[src/status_update_request_pkg.sv]
/*
 Constants, field layout, register offsets and carrier types shared by the
 floating-point status word register and its update merge.
 Assumes one 40 MHz clock domain and a 32-bit AXI4-Lite register bus.
*/
// Function
// - New writable bits: old and not mask, xor flags (enables and flags only; NaN control set by control word)
// - Mask/flags pair: keep, toggle, clear, set
// - Update returns the word held before it
// - Reset: all trap enables set, flags clear
// - Fixed identification byte in bits 31 to 24
// - Id top bit hardware, next bit library/emulator
// - Trap enables in third byte, reserved top three
// - Enabled exception requests a trap, no flag
// - Disabled exception sets flag, default result passes
// - Flags in low byte, same order, reserved top
// - Second byte is control, bit 9 NaN control
package status_update_request_pkg;

   // Exception lanes, same order in enable and flag bytes
   localparam int          EXC_N           = 5;
   localparam int          EXC_INVALID     = 0;
   localparam int          EXC_DIVZERO     = 1;
   localparam int          EXC_OVERFLOW    = 2;
   localparam int          EXC_UNDERFLOW   = 3;
   localparam int          EXC_INEXACT     = 4;

   // Byte positions inside the status word
   localparam int          ID_LSB          = 24;
   localparam int          ENABLE_LSB      = 16;
   localparam int          CONTROL_LSB     = 8;
   localparam int          FLAG_LSB        = 0;
   localparam int          NAN_CTRL_BIT    = 9;

   // Identification byte; value is arbitrary, top bit marks hardware
   localparam logic [7:0]  ID_BYTE_DEFAULT = 8'ha5;

   // Reset values of the writable fields
   localparam logic [4:0]  ENABLES_RESET   = 5'h1f;
   localparam logic [4:0]  FLAGS_RESET     = 5'h00;

   // Register bus
   localparam int          AXI_ADDR_W      = 8;
   localparam logic [7:0]  OFS_STATUS      = 8'h00;
   localparam logic [7:0]  OFS_UPD_MASK    = 8'h04;
   localparam logic [7:0]  OFS_UPD_FLAGS   = 8'h08;
   localparam logic [7:0]  OFS_UPD_RETURN  = 8'h0c;
   localparam logic [7:0]  OFS_IRQ_STATUS  = 8'h10;
   localparam logic [7:0]  OFS_IRQ_MASK    = 8'h14;
   localparam logic [7:0]  OFS_CONTROL     = 8'h18;
   localparam logic [1:0]  RESP_OKAY       = 2'h0;
   localparam logic [1:0]  RESP_SLVERR     = 2'h2;

   // Interrupt status bits
   localparam int          IRQ_N           = 3;
   localparam int          IRQ_TRAP        = 0;
   localparam int          IRQ_FLAG        = 1;
   localparam int          IRQ_UPDATE      = 2;

   // Exception report from the arithmetic datapath
   typedef struct packed {
      logic             valid;
      logic [EXC_N-1:0] bits;
   } exc_event_t;

   // Answer to the datapath and the processor
   typedef struct packed {
      logic             trap;
      logic             default_ok;
      logic [EXC_N-1:0] cause;
   } exc_answer_t;

endpackage : status_update_request_pkg

[src/status_update_request_exception_register.sv]
/*
 Floating-point status word register: identification, control, trap
 enable and sticky flag bytes, masked read-modify-write over AXI4-Lite,
 exception resolution for the arithmetic datapath and one interrupt.
 Assumes the datapath and the bus master run on i_clk.
*/
`timescale 1ns/1ps
`default_nettype none

module status_update_request_exception_register #(
   parameter logic [7:0] ID_BYTE = status_update_request_pkg::ID_BYTE_DEFAULT // Arbitrary id value
) (
   input  wire logic                                i_clk,
   input  wire logic                                i_reset,
   // AXI4-Lite write address
   input  wire logic                                i_awvalid,
   output logic                                     o_awready,
   input  wire logic [status_update_request_pkg::AXI_ADDR_W-1:0] i_awaddr,
   // AXI4-Lite write data
   input  wire logic                                i_wvalid,
   output logic                                     o_wready,
   input  wire logic [31:0]                         i_wdata,
   input  wire logic [3:0]                          i_wstrb,
   // AXI4-Lite write response
   output logic                                     o_bvalid,
   input  wire logic                                i_bready,
   output logic      [1:0]                          o_bresp,
   // AXI4-Lite read address
   input  wire logic                                i_arvalid,
   output logic                                     o_arready,
   input  wire logic [status_update_request_pkg::AXI_ADDR_W-1:0] i_araddr,
   // AXI4-Lite read data
   output logic                                     o_rvalid,
   input  wire logic                                i_rready,
   output logic      [31:0]                         o_rdata,
   output logic      [1:0]                          o_rresp,
   // Datapath side
   input  wire status_update_request_pkg::exc_event_t           i_exc,
   output status_update_request_pkg::exc_answer_t               o_answer,
   output logic                                     o_nan_control,
   output logic                                     o_irq
);

   // Write channel sequencing
   typedef enum logic [1:0] {
      WR_COLLECT = 2'b01,   // Gathering address and data
      WR_RESP    = 2'b10    // Response offered
   } wr_state_t;

   // Whole state of the block
   typedef struct packed {
      wr_state_t                         wr_state;
      logic                              awready;
      logic                              wready;
      logic                              bvalid;
      logic [1:0]                        bresp;
      logic                              arready;
      logic                              rvalid;
      logic [1:0]                        rresp;
      logic [31:0]                       rdata;
      logic                              have_aw;
      logic                              have_w;
      logic [status_update_request_pkg::AXI_ADDR_W-1:0] awaddr;
      logic [31:0]                       wdata;
      logic [3:0]                        wstrb;
      logic [status_update_request_pkg::EXC_N-1:0]   enables;
      logic [status_update_request_pkg::EXC_N-1:0]   flags;
      logic                              nan_ctrl;
      logic [31:0]                       upd_mask;
      logic [31:0]                       upd_flags;
      logic [31:0]                       upd_return;
      logic [status_update_request_pkg::IRQ_N-1:0]   irq_status;
      logic [status_update_request_pkg::IRQ_N-1:0]   irq_mask;
      logic                              irq;
      status_update_request_pkg::exc_answer_t        answer;
   } state_t;

   state_t                          st;          // Registered state
   state_t                          next_st;     // Next state
   logic                            upd;         // Update fires this cycle
   logic [31:0]                     upd_word;    // Flags word of the update
   logic [31:0]                     status_word; // Assembled status word
   logic [status_update_request_pkg::EXC_N-1:0] m_enables;   // Merged enables
   logic [status_update_request_pkg::EXC_N-1:0] m_flags;     // Merged flags
   logic [status_update_request_pkg::EXC_N-1:0] trap_bits;   // Exceptions trapping
   logic [status_update_request_pkg::EXC_N-1:0] flag_bits;   // Exceptions flagged

   // Word address match, low two bits ignored
   function automatic logic hit(input logic [status_update_request_pkg::AXI_ADDR_W-1:0] a,
                                input logic [7:0] ofs);
      hit = (a[status_update_request_pkg::AXI_ADDR_W-1:2] == ofs[status_update_request_pkg::AXI_ADDR_W-1:2]);
   endfunction : hit

   // Byte-lane merge of a write into a held word
   function automatic logic [31:0] lanes(input logic [31:0] old,
                                         input logic [31:0] data,
                                         input logic [3:0]  strb);
      logic [31:0] r;
      r = old;
      for (int b = 0; b < 4; b++) begin
         if (strb[b]) begin
            r[8*b +: 8] = data[8*b +: 8];
         end
      end
      lanes = r;
   endfunction : lanes

   // Status word; reserved bits read zero
   always_comb begin
      status_word = 32'h0000_0000;
      status_word[status_update_request_pkg::ID_LSB +: 8] = ID_BYTE;
      status_word[status_update_request_pkg::ENABLE_LSB +: status_update_request_pkg::EXC_N] = st.enables;
      status_word[status_update_request_pkg::NAN_CTRL_BIT] = st.nan_ctrl;
      status_word[status_update_request_pkg::FLAG_LSB +: status_update_request_pkg::EXC_N] = st.flags;
   end

   // Update fires when a full write to the flags word is gathered
   assign upd = (st.wr_state == WR_COLLECT) && st.have_aw && st.have_w
                && hit(st.awaddr, status_update_request_pkg::OFS_UPD_FLAGS);
   assign upd_word = lanes(st.upd_flags, st.wdata, st.wstrb);

   // Field merge of update and exception report
   status_update_request_merge u_merge (
      .i_enables   (st.enables),
      .i_flags     (st.flags),
      .i_update    (upd),
      .i_mask      (st.upd_mask),
      .i_set       (upd_word),
      .i_exc       (i_exc),
      .o_enables   (m_enables),
      .o_flags     (m_flags),
      .o_trap_bits (trap_bits),
      .o_flag_bits (flag_bits)
   );

   // Next state
   always_comb begin
      logic                            rd_clear;
      logic [status_update_request_pkg::IRQ_N-1:0] irq_set;
      rd_clear = 1'b0;
      irq_set  = '0;
      next_st  = st;
      // Address and data taken in either order
      if (i_awvalid && st.awready) begin
         next_st.have_aw = 1'b1;
         next_st.awaddr  = i_awaddr;
      end
      if (i_wvalid && st.wready) begin
         next_st.have_w = 1'b1;
         next_st.wdata  = i_wdata;
         next_st.wstrb  = i_wstrb;
      end
      // Write execution and response
      case (st.wr_state)
         WR_COLLECT: begin
            if (st.have_aw && st.have_w) begin
               next_st.have_aw  = 1'b0;
               next_st.have_w   = 1'b0;
               next_st.bvalid   = 1'b1;
               next_st.bresp    = status_update_request_pkg::RESP_OKAY;
               next_st.wr_state = WR_RESP;
               if (hit(st.awaddr, status_update_request_pkg::OFS_UPD_MASK)) begin
                  next_st.upd_mask = lanes(st.upd_mask, st.wdata, st.wstrb);
               end else if (hit(st.awaddr, status_update_request_pkg::OFS_UPD_FLAGS)) begin
                  // Old word kept for the caller before any change
                  next_st.upd_flags  = upd_word;
                  next_st.upd_return = status_word;
                  irq_set[status_update_request_pkg::IRQ_UPDATE] = 1'b1;
               end else if (hit(st.awaddr, status_update_request_pkg::OFS_IRQ_MASK)) begin
                  if (st.wstrb[0]) begin
                     next_st.irq_mask = st.wdata[status_update_request_pkg::IRQ_N-1:0];
                  end
               end else if (hit(st.awaddr, status_update_request_pkg::OFS_CONTROL)) begin
                  if (st.wstrb[0]) begin
                     next_st.nan_ctrl = st.wdata[0];
                  end
               end else begin
                  // Read-only or unmapped word
                  next_st.bresp = status_update_request_pkg::RESP_SLVERR;
               end
            end
         end
         WR_RESP: begin
            if (i_bready) begin
               next_st.bvalid   = 1'b0;
               next_st.wr_state = WR_COLLECT;
            end
         end
         default: begin
            next_st.bvalid   = 1'b0;
            next_st.wr_state = WR_COLLECT;
         end
      endcase
      next_st.awready = !next_st.have_aw && (next_st.wr_state == WR_COLLECT);
      next_st.wready  = !next_st.have_w && (next_st.wr_state == WR_COLLECT);
      // Read channel
      if (i_arvalid && st.arready) begin
         next_st.arready = 1'b0;
         next_st.rvalid  = 1'b1;
         next_st.rresp   = status_update_request_pkg::RESP_OKAY;
         next_st.rdata   = 32'h0000_0000;
         if (hit(i_araddr, status_update_request_pkg::OFS_STATUS)) begin
            next_st.rdata = status_word;
         end else if (hit(i_araddr, status_update_request_pkg::OFS_UPD_MASK)) begin
            next_st.rdata = st.upd_mask;
         end else if (hit(i_araddr, status_update_request_pkg::OFS_UPD_FLAGS)) begin
            next_st.rdata = st.upd_flags;
         end else if (hit(i_araddr, status_update_request_pkg::OFS_UPD_RETURN)) begin
            next_st.rdata = st.upd_return;
         end else if (hit(i_araddr, status_update_request_pkg::OFS_IRQ_STATUS)) begin
            next_st.rdata[status_update_request_pkg::IRQ_N-1:0] = st.irq_status;
            rd_clear = 1'b1;
         end else if (hit(i_araddr, status_update_request_pkg::OFS_IRQ_MASK)) begin
            next_st.rdata[status_update_request_pkg::IRQ_N-1:0] = st.irq_mask;
         end else if (hit(i_araddr, status_update_request_pkg::OFS_CONTROL)) begin
            next_st.rdata[0] = st.nan_ctrl;
         end else begin
            next_st.rresp = status_update_request_pkg::RESP_SLVERR;
         end
      end else if (st.rvalid && i_rready) begin
         next_st.rvalid  = 1'b0;
         next_st.arready = 1'b1;
      end
      // Fields after update and exception
      next_st.enables = m_enables;
      next_st.flags   = m_flags;
      // Trap pulse, or default result released
      next_st.answer.trap       = |trap_bits;
      next_st.answer.cause      = trap_bits;
      next_st.answer.default_ok = i_exc.valid && (i_exc.bits != '0)
                                  && (trap_bits == '0);
      irq_set[status_update_request_pkg::IRQ_TRAP] = |trap_bits;
      irq_set[status_update_request_pkg::IRQ_FLAG] = |flag_bits;
      // Sticky events; a new event wins over the read clear
      next_st.irq_status = (rd_clear ? '0 : st.irq_status) | irq_set;
      next_st.irq        = |(next_st.irq_status & next_st.irq_mask);
   end

   // State register
   always_ff @(posedge i_clk) begin
      if (i_reset) begin
         st          <= '0;
         st.wr_state <= WR_COLLECT;
         st.awready  <= 1'b1;
         st.wready   <= 1'b1;
         st.arready  <= 1'b1;
         st.enables  <= status_update_request_pkg::ENABLES_RESET;
         st.flags    <= status_update_request_pkg::FLAGS_RESET;
      end else begin
         st <= next_st;
      end
   end

   // Outputs straight from the state register
   assign o_awready     = st.awready;
   assign o_wready      = st.wready;
   assign o_bvalid      = st.bvalid;
   assign o_bresp       = st.bresp;
   assign o_arready     = st.arready;
   assign o_rvalid      = st.rvalid;
   assign o_rdata       = st.rdata;
   assign o_rresp       = st.rresp;
   assign o_answer      = st.answer;
   assign o_nan_control = st.nan_ctrl;
   assign o_irq         = st.irq;

   // Check helpers, formed apart from the merge module
   logic [status_update_request_pkg::EXC_N-1:0] exp_en;  // Enables an update should leave
   logic [status_update_request_pkg::EXC_N-1:0] exp_fl;  // Flags an update should leave
   logic [status_update_request_pkg::EXC_N-1:0] exc_on;  // Reported lanes that trap
   logic [status_update_request_pkg::EXC_N-1:0] exc_off; // Reported lanes that only flag
   logic [status_update_request_pkg::EXC_N-1:0] held_on; // Flags already set in trapping lanes
   assign exp_en  = (st.enables
                     & ~st.upd_mask[status_update_request_pkg::ENABLE_LSB +: status_update_request_pkg::EXC_N])
                    ^ upd_word[status_update_request_pkg::ENABLE_LSB +: status_update_request_pkg::EXC_N];
   assign exp_fl  = (st.flags
                     & ~st.upd_mask[status_update_request_pkg::FLAG_LSB +: status_update_request_pkg::EXC_N])
                    ^ upd_word[status_update_request_pkg::FLAG_LSB +: status_update_request_pkg::EXC_N];
   assign exc_on  = i_exc.bits & st.enables;
   assign exc_off = i_exc.bits & ~st.enables;
   assign held_on = st.flags & exc_on;
endmodule : status_update_request_exception_register

`default_nettype wire

[src/status_update_request_merge.sv]
/*
 Combinational merge of a masked update and an exception report into the
 trap enable and flag fields.
 Assumes its inputs come from registers of the same clock domain.
*/
`timescale 1ns/1ps
`default_nettype none

module status_update_request_merge (
   input  wire logic [status_update_request_pkg::EXC_N-1:0] i_enables,   // Current enables
   input  wire logic [status_update_request_pkg::EXC_N-1:0] i_flags,     // Current flags
   input  wire logic                            i_update,    // Update this cycle
   input  wire logic [31:0]                     i_mask,      // Update mask word
   input  wire logic [31:0]                     i_set,       // Update flags word
   input  wire status_update_request_pkg::exc_event_t       i_exc,       // Datapath report
   output logic      [status_update_request_pkg::EXC_N-1:0] o_enables,   // Next enables
   output logic      [status_update_request_pkg::EXC_N-1:0] o_flags,     // Next flags
   output logic      [status_update_request_pkg::EXC_N-1:0] o_trap_bits, // Exceptions trapping
   output logic      [status_update_request_pkg::EXC_N-1:0] o_flag_bits  // Exceptions flagged
);

   logic [status_update_request_pkg::EXC_N-1:0] upd_en;   // Enables after update
   logic [status_update_request_pkg::EXC_N-1:0] upd_fl;   // Flags after update
   logic [status_update_request_pkg::EXC_N-1:0] raised;   // Reported exceptions

   assign raised = i_exc.valid ? i_exc.bits : '0;

   // Per lane: keep, toggle, clear or set from mask and flags
   genvar g;
   generate
      for (g = 0; g < status_update_request_pkg::EXC_N; g++) begin : g_lane
         always_comb begin
            if (i_update) begin
               upd_en[g] = (i_enables[g] & ~i_mask[status_update_request_pkg::ENABLE_LSB + g])
                           ^ i_set[status_update_request_pkg::ENABLE_LSB + g];
               upd_fl[g] = (i_flags[g] & ~i_mask[status_update_request_pkg::FLAG_LSB + g])
                           ^ i_set[status_update_request_pkg::FLAG_LSB + g];
            end else begin
               upd_en[g] = i_enables[g];
               upd_fl[g] = i_flags[g];
            end
         end
      end
   endgenerate

   // Classification uses the enables held before any update
   assign o_trap_bits = raised & i_enables;
   assign o_flag_bits = raised & ~i_enables;
   assign o_enables   = upd_en;
   // Exception set wins over a clearing update in the same cycle
   assign o_flags     = upd_fl | o_flag_bits;

endmodule : status_update_request_merge

`default_nettype wire

[config.mk]
export PLATFORM = sky130hd
export DESIGN_NAME = status_update_request_exception_register
export DESIGN_NICKNAME = d
export VERILOG_FILES = /design/src/status_update_request_pkg.sv /design/src/status_update_request_exception_register.sv /design/src/status_update_request_merge.sv
export SDC_FILE = /design/constraint.sdc
export NUM_CORES = 1
export LEC_CHECK = 0
export ABC_CLOCK_PERIOD_IN_PS = 2300
export BUFFER_PORTS_ARGS = -buffer_cell sky130_fd_sc_hd__clkbuf_2
export CORE_MARGIN = 5
export CORE_UTILIZATION = 57
export CTS_CLUSTER_SIZE = 28
export DETAILED_ROUTE_END_ITERATION = 7
export HOLD_SLACK_MARGIN = 0.05
export PLACE_DENSITY = 0.85
export SLEW_MARGIN = 20
export SYNTH_ARGS = -nofsm -noshare
export SYNTH_HDL_FRONTEND = slang
export SYNTH_SLANG_ARGS = --single-unit
[constraint.sdc]
create_clock -name i_clk -period 2.3 [get_ports i_clk]
set_clock_uncertainty 0.05 [all_clocks]
set_input_delay 0.46 -clock i_clk [delete_from_list [all_inputs] [get_ports i_clk]]
set_output_delay 0.46 -clock i_clk [all_outputs]
set_load 0.005 [all_outputs]
==> results by group <==
Synth
  – Seq/Total Area, Yosys: 47.5%
  – Cell Area, Synth: 7830 sq um
  – Top-area cell type share of the netlist area: 47.5%
  – Yosys warns: 0
  – Synth Area per Inst: 7.98 sq um
  – Post-synth ARST share: 0%
  – Synth top cells by count: nand2_1, dfxtp_1, a21oi_1
  – Syn Inst Count: 981
  – Yosys top cell by area: dfxtp_1
  – Register bit total from synthesis: 186
  – Top post-synthesis cells by area: dfxtp_1, nand2_1, a21oi_1
  – Number of flops mapped to enable cells by yosys: 0
  – Most numerous cell in the Yosys netlist: nand2_1
  – Yosys cell types: 45
  – Primary FF master, synth: dfxtp_1

Drt
  – Antenna-violating nets left: 0
  – Final WL: 19100 um
  – Number of DRC markers in iteration 0: 578
  – Drt drc: 0
  – Vias: 6836
  – Initial DRT Pass Iterations: 8
  – Avg Vias per Cell: 5.59
  – WL/cell: 15.6 um

GRT
  – All-Layer GR Usage: 23.4%
  – Congestion Overflow GR: 0
  – Vias in the first global route: about 6300
  – First-pass GRT wire length: between 30000 and 40000 um
  – Initial antenna violation count: 0
  – Largest net degree at the start of global routing: 91

Final layout
  – P&R area growth vs syn: 14.1%
  – Nets@finish: 1101
  – Antenna diodes: 0
  – Share of post-route cells with drive strength above 1: 19.1%
  – Design area: 8930 sq um

Flow run
  – Max Cap Violations: 0

Critical path
  – Worst reg2reg startpoint: st[208]
  – Critical Path End Type: flip-flop
  – CP startpoint: st[208]
  – CP Cell Sequence: ha_1 > nand3_1 > buf_4 > nor4_4 > buf_12 > nand2_1 > nand2_1 > a21oi_1
  – Critical path fanouts, max: 38
  – Critical Path AT: between 2 and 2.5 ns
  – Slowest CP cell: dfxtp_1
  – Startpoint types: flip-flop
  – Max incr delay on CP: 0.39 ns
  – Worst EP required: about 2.6 ns
  – Crit path buf inv count: 2
  – Delay-heaviest family, CP: simple AND/OR/NAND/NOR gates
  – Critical path class: reg2reg
  – Most frequent CP cell: nand2_1

Power and ir drop
  – Clock power share: 41.4%
  – Maximum vdd drop: 0.571 mV
  – Pwr dens: 828 nW/um^2
  – Gate power share: 10.5%
  – Internal Dissipation: between 5 and 6 mW
  – Power Total: approximately 7.4 mW
  – Pleak: about 3.3 nW
  – Flop pwr share: about half
  – Net switching power: just under 2 mW
  – Sw frac: 26.3%

Clock network
  – Clock Tree Root: clkbuf_16
  – Number of buffers inserted by hold repair at cts: 0
  – CTS tree: built
  – Clk_lat worst skew: 0.44 ns
  – Max Root-Sink Buffers: 2
  – Htree depth: 4
  – Post-CTS resize count: 0
  – CTS Buf Count: 17
  – Post CTS Setup Buffer Count: 0
  – Number of clock sinks: 186
  – Clk pin slew, worst setup/hold paths: 0.07 ns

Place
  – Final HPWL DP: 12900 um
  – IO Port Bufs: 108
  – GPL Wtd Cong: approximately 0.86
  – Placed instance area: 8320 sq um

STA
  – Max Clock Freq: 0.471 GHz
  – Relative slew slack: 64.3%
  – Actual slew at the worst max-slew pin: 0.535 ns
  – Fin. Hold Viols: 0
  – Setup Viol. Count Final: 0
  – Fin crit share: 92.4%
  – Setup tns final: 0 ns
  – RSZ-0062 raised after global routing: no
  – Minimum clock period: about 2.1 ns
  – Slew Viols, Final: 0

Worst hold path
  – HP Start: i_wdata[15]
  – Worst hold-check path type: in2reg

Die
  – DIE WIDTH: about 130 um
  – Initial Util: about three fifths
  – Core box area: approximately 13000 sq um
  – Die Area: 16200 sq um
  – IO Pins: ~120
  – Core Rows: 42
  – Die H: 127 um

Outcome
  – Status: completed
==> worst reg2reg max path, cell delays in order, from the launching register on <==
cell	delay, ns
dfxtp_1	0.39
ha_1	0.20
nand3_1	0.08
buf_4	0.17
nor4_4	0.36
buf_12	0.25
nand2_1	0.25
nand2_1	0.16
a21oi_1	0.08
==> placed cells by master (no fill, tap or decap), drive strengths merged, types with 16 or more instances in the layout <==
master / n
o21ai: 48
nand3: 36
clkbuf: 125
nor2: 49
a21oi: 130
dfxtp: 186
mux2: 23
a22oi: 32
inv: 16
buf: 32
nand2: 263
==> power by group through the flow <==
stage	clock network [mW]	logic (mW)	registers, mW
after floorplan	0	0.566	3.56
final	3.06	0.778	3.56
after global placement	0	0.757	3.62
after global routing	3.23	0.863	3.58
after CTS	3.10	0.777	3.56
after detailed placement	0	0.770	3.63
==> logic make-up (layout without fill, tap and decap cells) <==
logic type | count (synthesis) | count (layout) | share of synthesized area [%]
mux | 32 | 32 | 4.46
compound gates | 243 | 243 | 17.6
buf+inv | 115 | 180 | 7.83
other cells | 1 | 2 | 0.0479
simple gates | 402 | 402 | 22.2
fa+ha+maj | 2 | 2 | 0.319
flops | 186 | 186 | 47.5
==> layer usage <==
| layer | global-route usage, % | part of all wire [%] | vias to the layer above |
|---|---|---|---|
| met4 | 8.71 | 1.8 | 0 |
| met5 | 0 | 0 | - |
| li1 | - | - | 3397 |
| met1 | 30.5 | 43 | 3133 |
| met2 | 37.5 | 47 | 278 |
| met3 | 6.22 | 7.7 | 28 |
==> metrics by stage <==
stage                     setup WS [ns]  util [%]  hold WS [ns]  std cells
after floorplan                   0.260         -         0.376        982
after global placement            0.102      62.3         0.383       1191
after detailed placement         0.0879      62.3         0.396       1191
after CTS                         0.168      66.9         0.174       1223
after global routing             0.0215      66.9         0.183       1223
final                             0.176      66.9         0.185       1223
==> registers in the layout (all words and copies together), names as in the netlist <==
name	count
st	138
o_rdata	32
o_answer	7
o_arready	1
o_awready	1
o_bresp	1
o_bvalid	1
o_irq	1
o_nan_control	1
o_rresp	1
o_rvalid	1
o_wready	1
==> worst paths after layout <==
path / endpoint / slack [ns] / cells after the start
max: st[73] / 0.18 / 8
min: st[140] / 0.19 / 3
max reg2reg: st[73] / 0.18 / 8
min reg2reg: st[163] / 0.40 / 2
==> area by class of cell <==
class / count / area, sq um
fillers: 1100 / 4410
clock inverters: 14 / 180
multi-input cells: 681 / 3500
flip-flops and latches: 186 / 3720
inverters: 9 / 33.8
well taps: 176 / 220
repair buffers: 139 / 838
clock buffers: 18 / 439
Note: power is estimated with default switching activity, not from simulation.
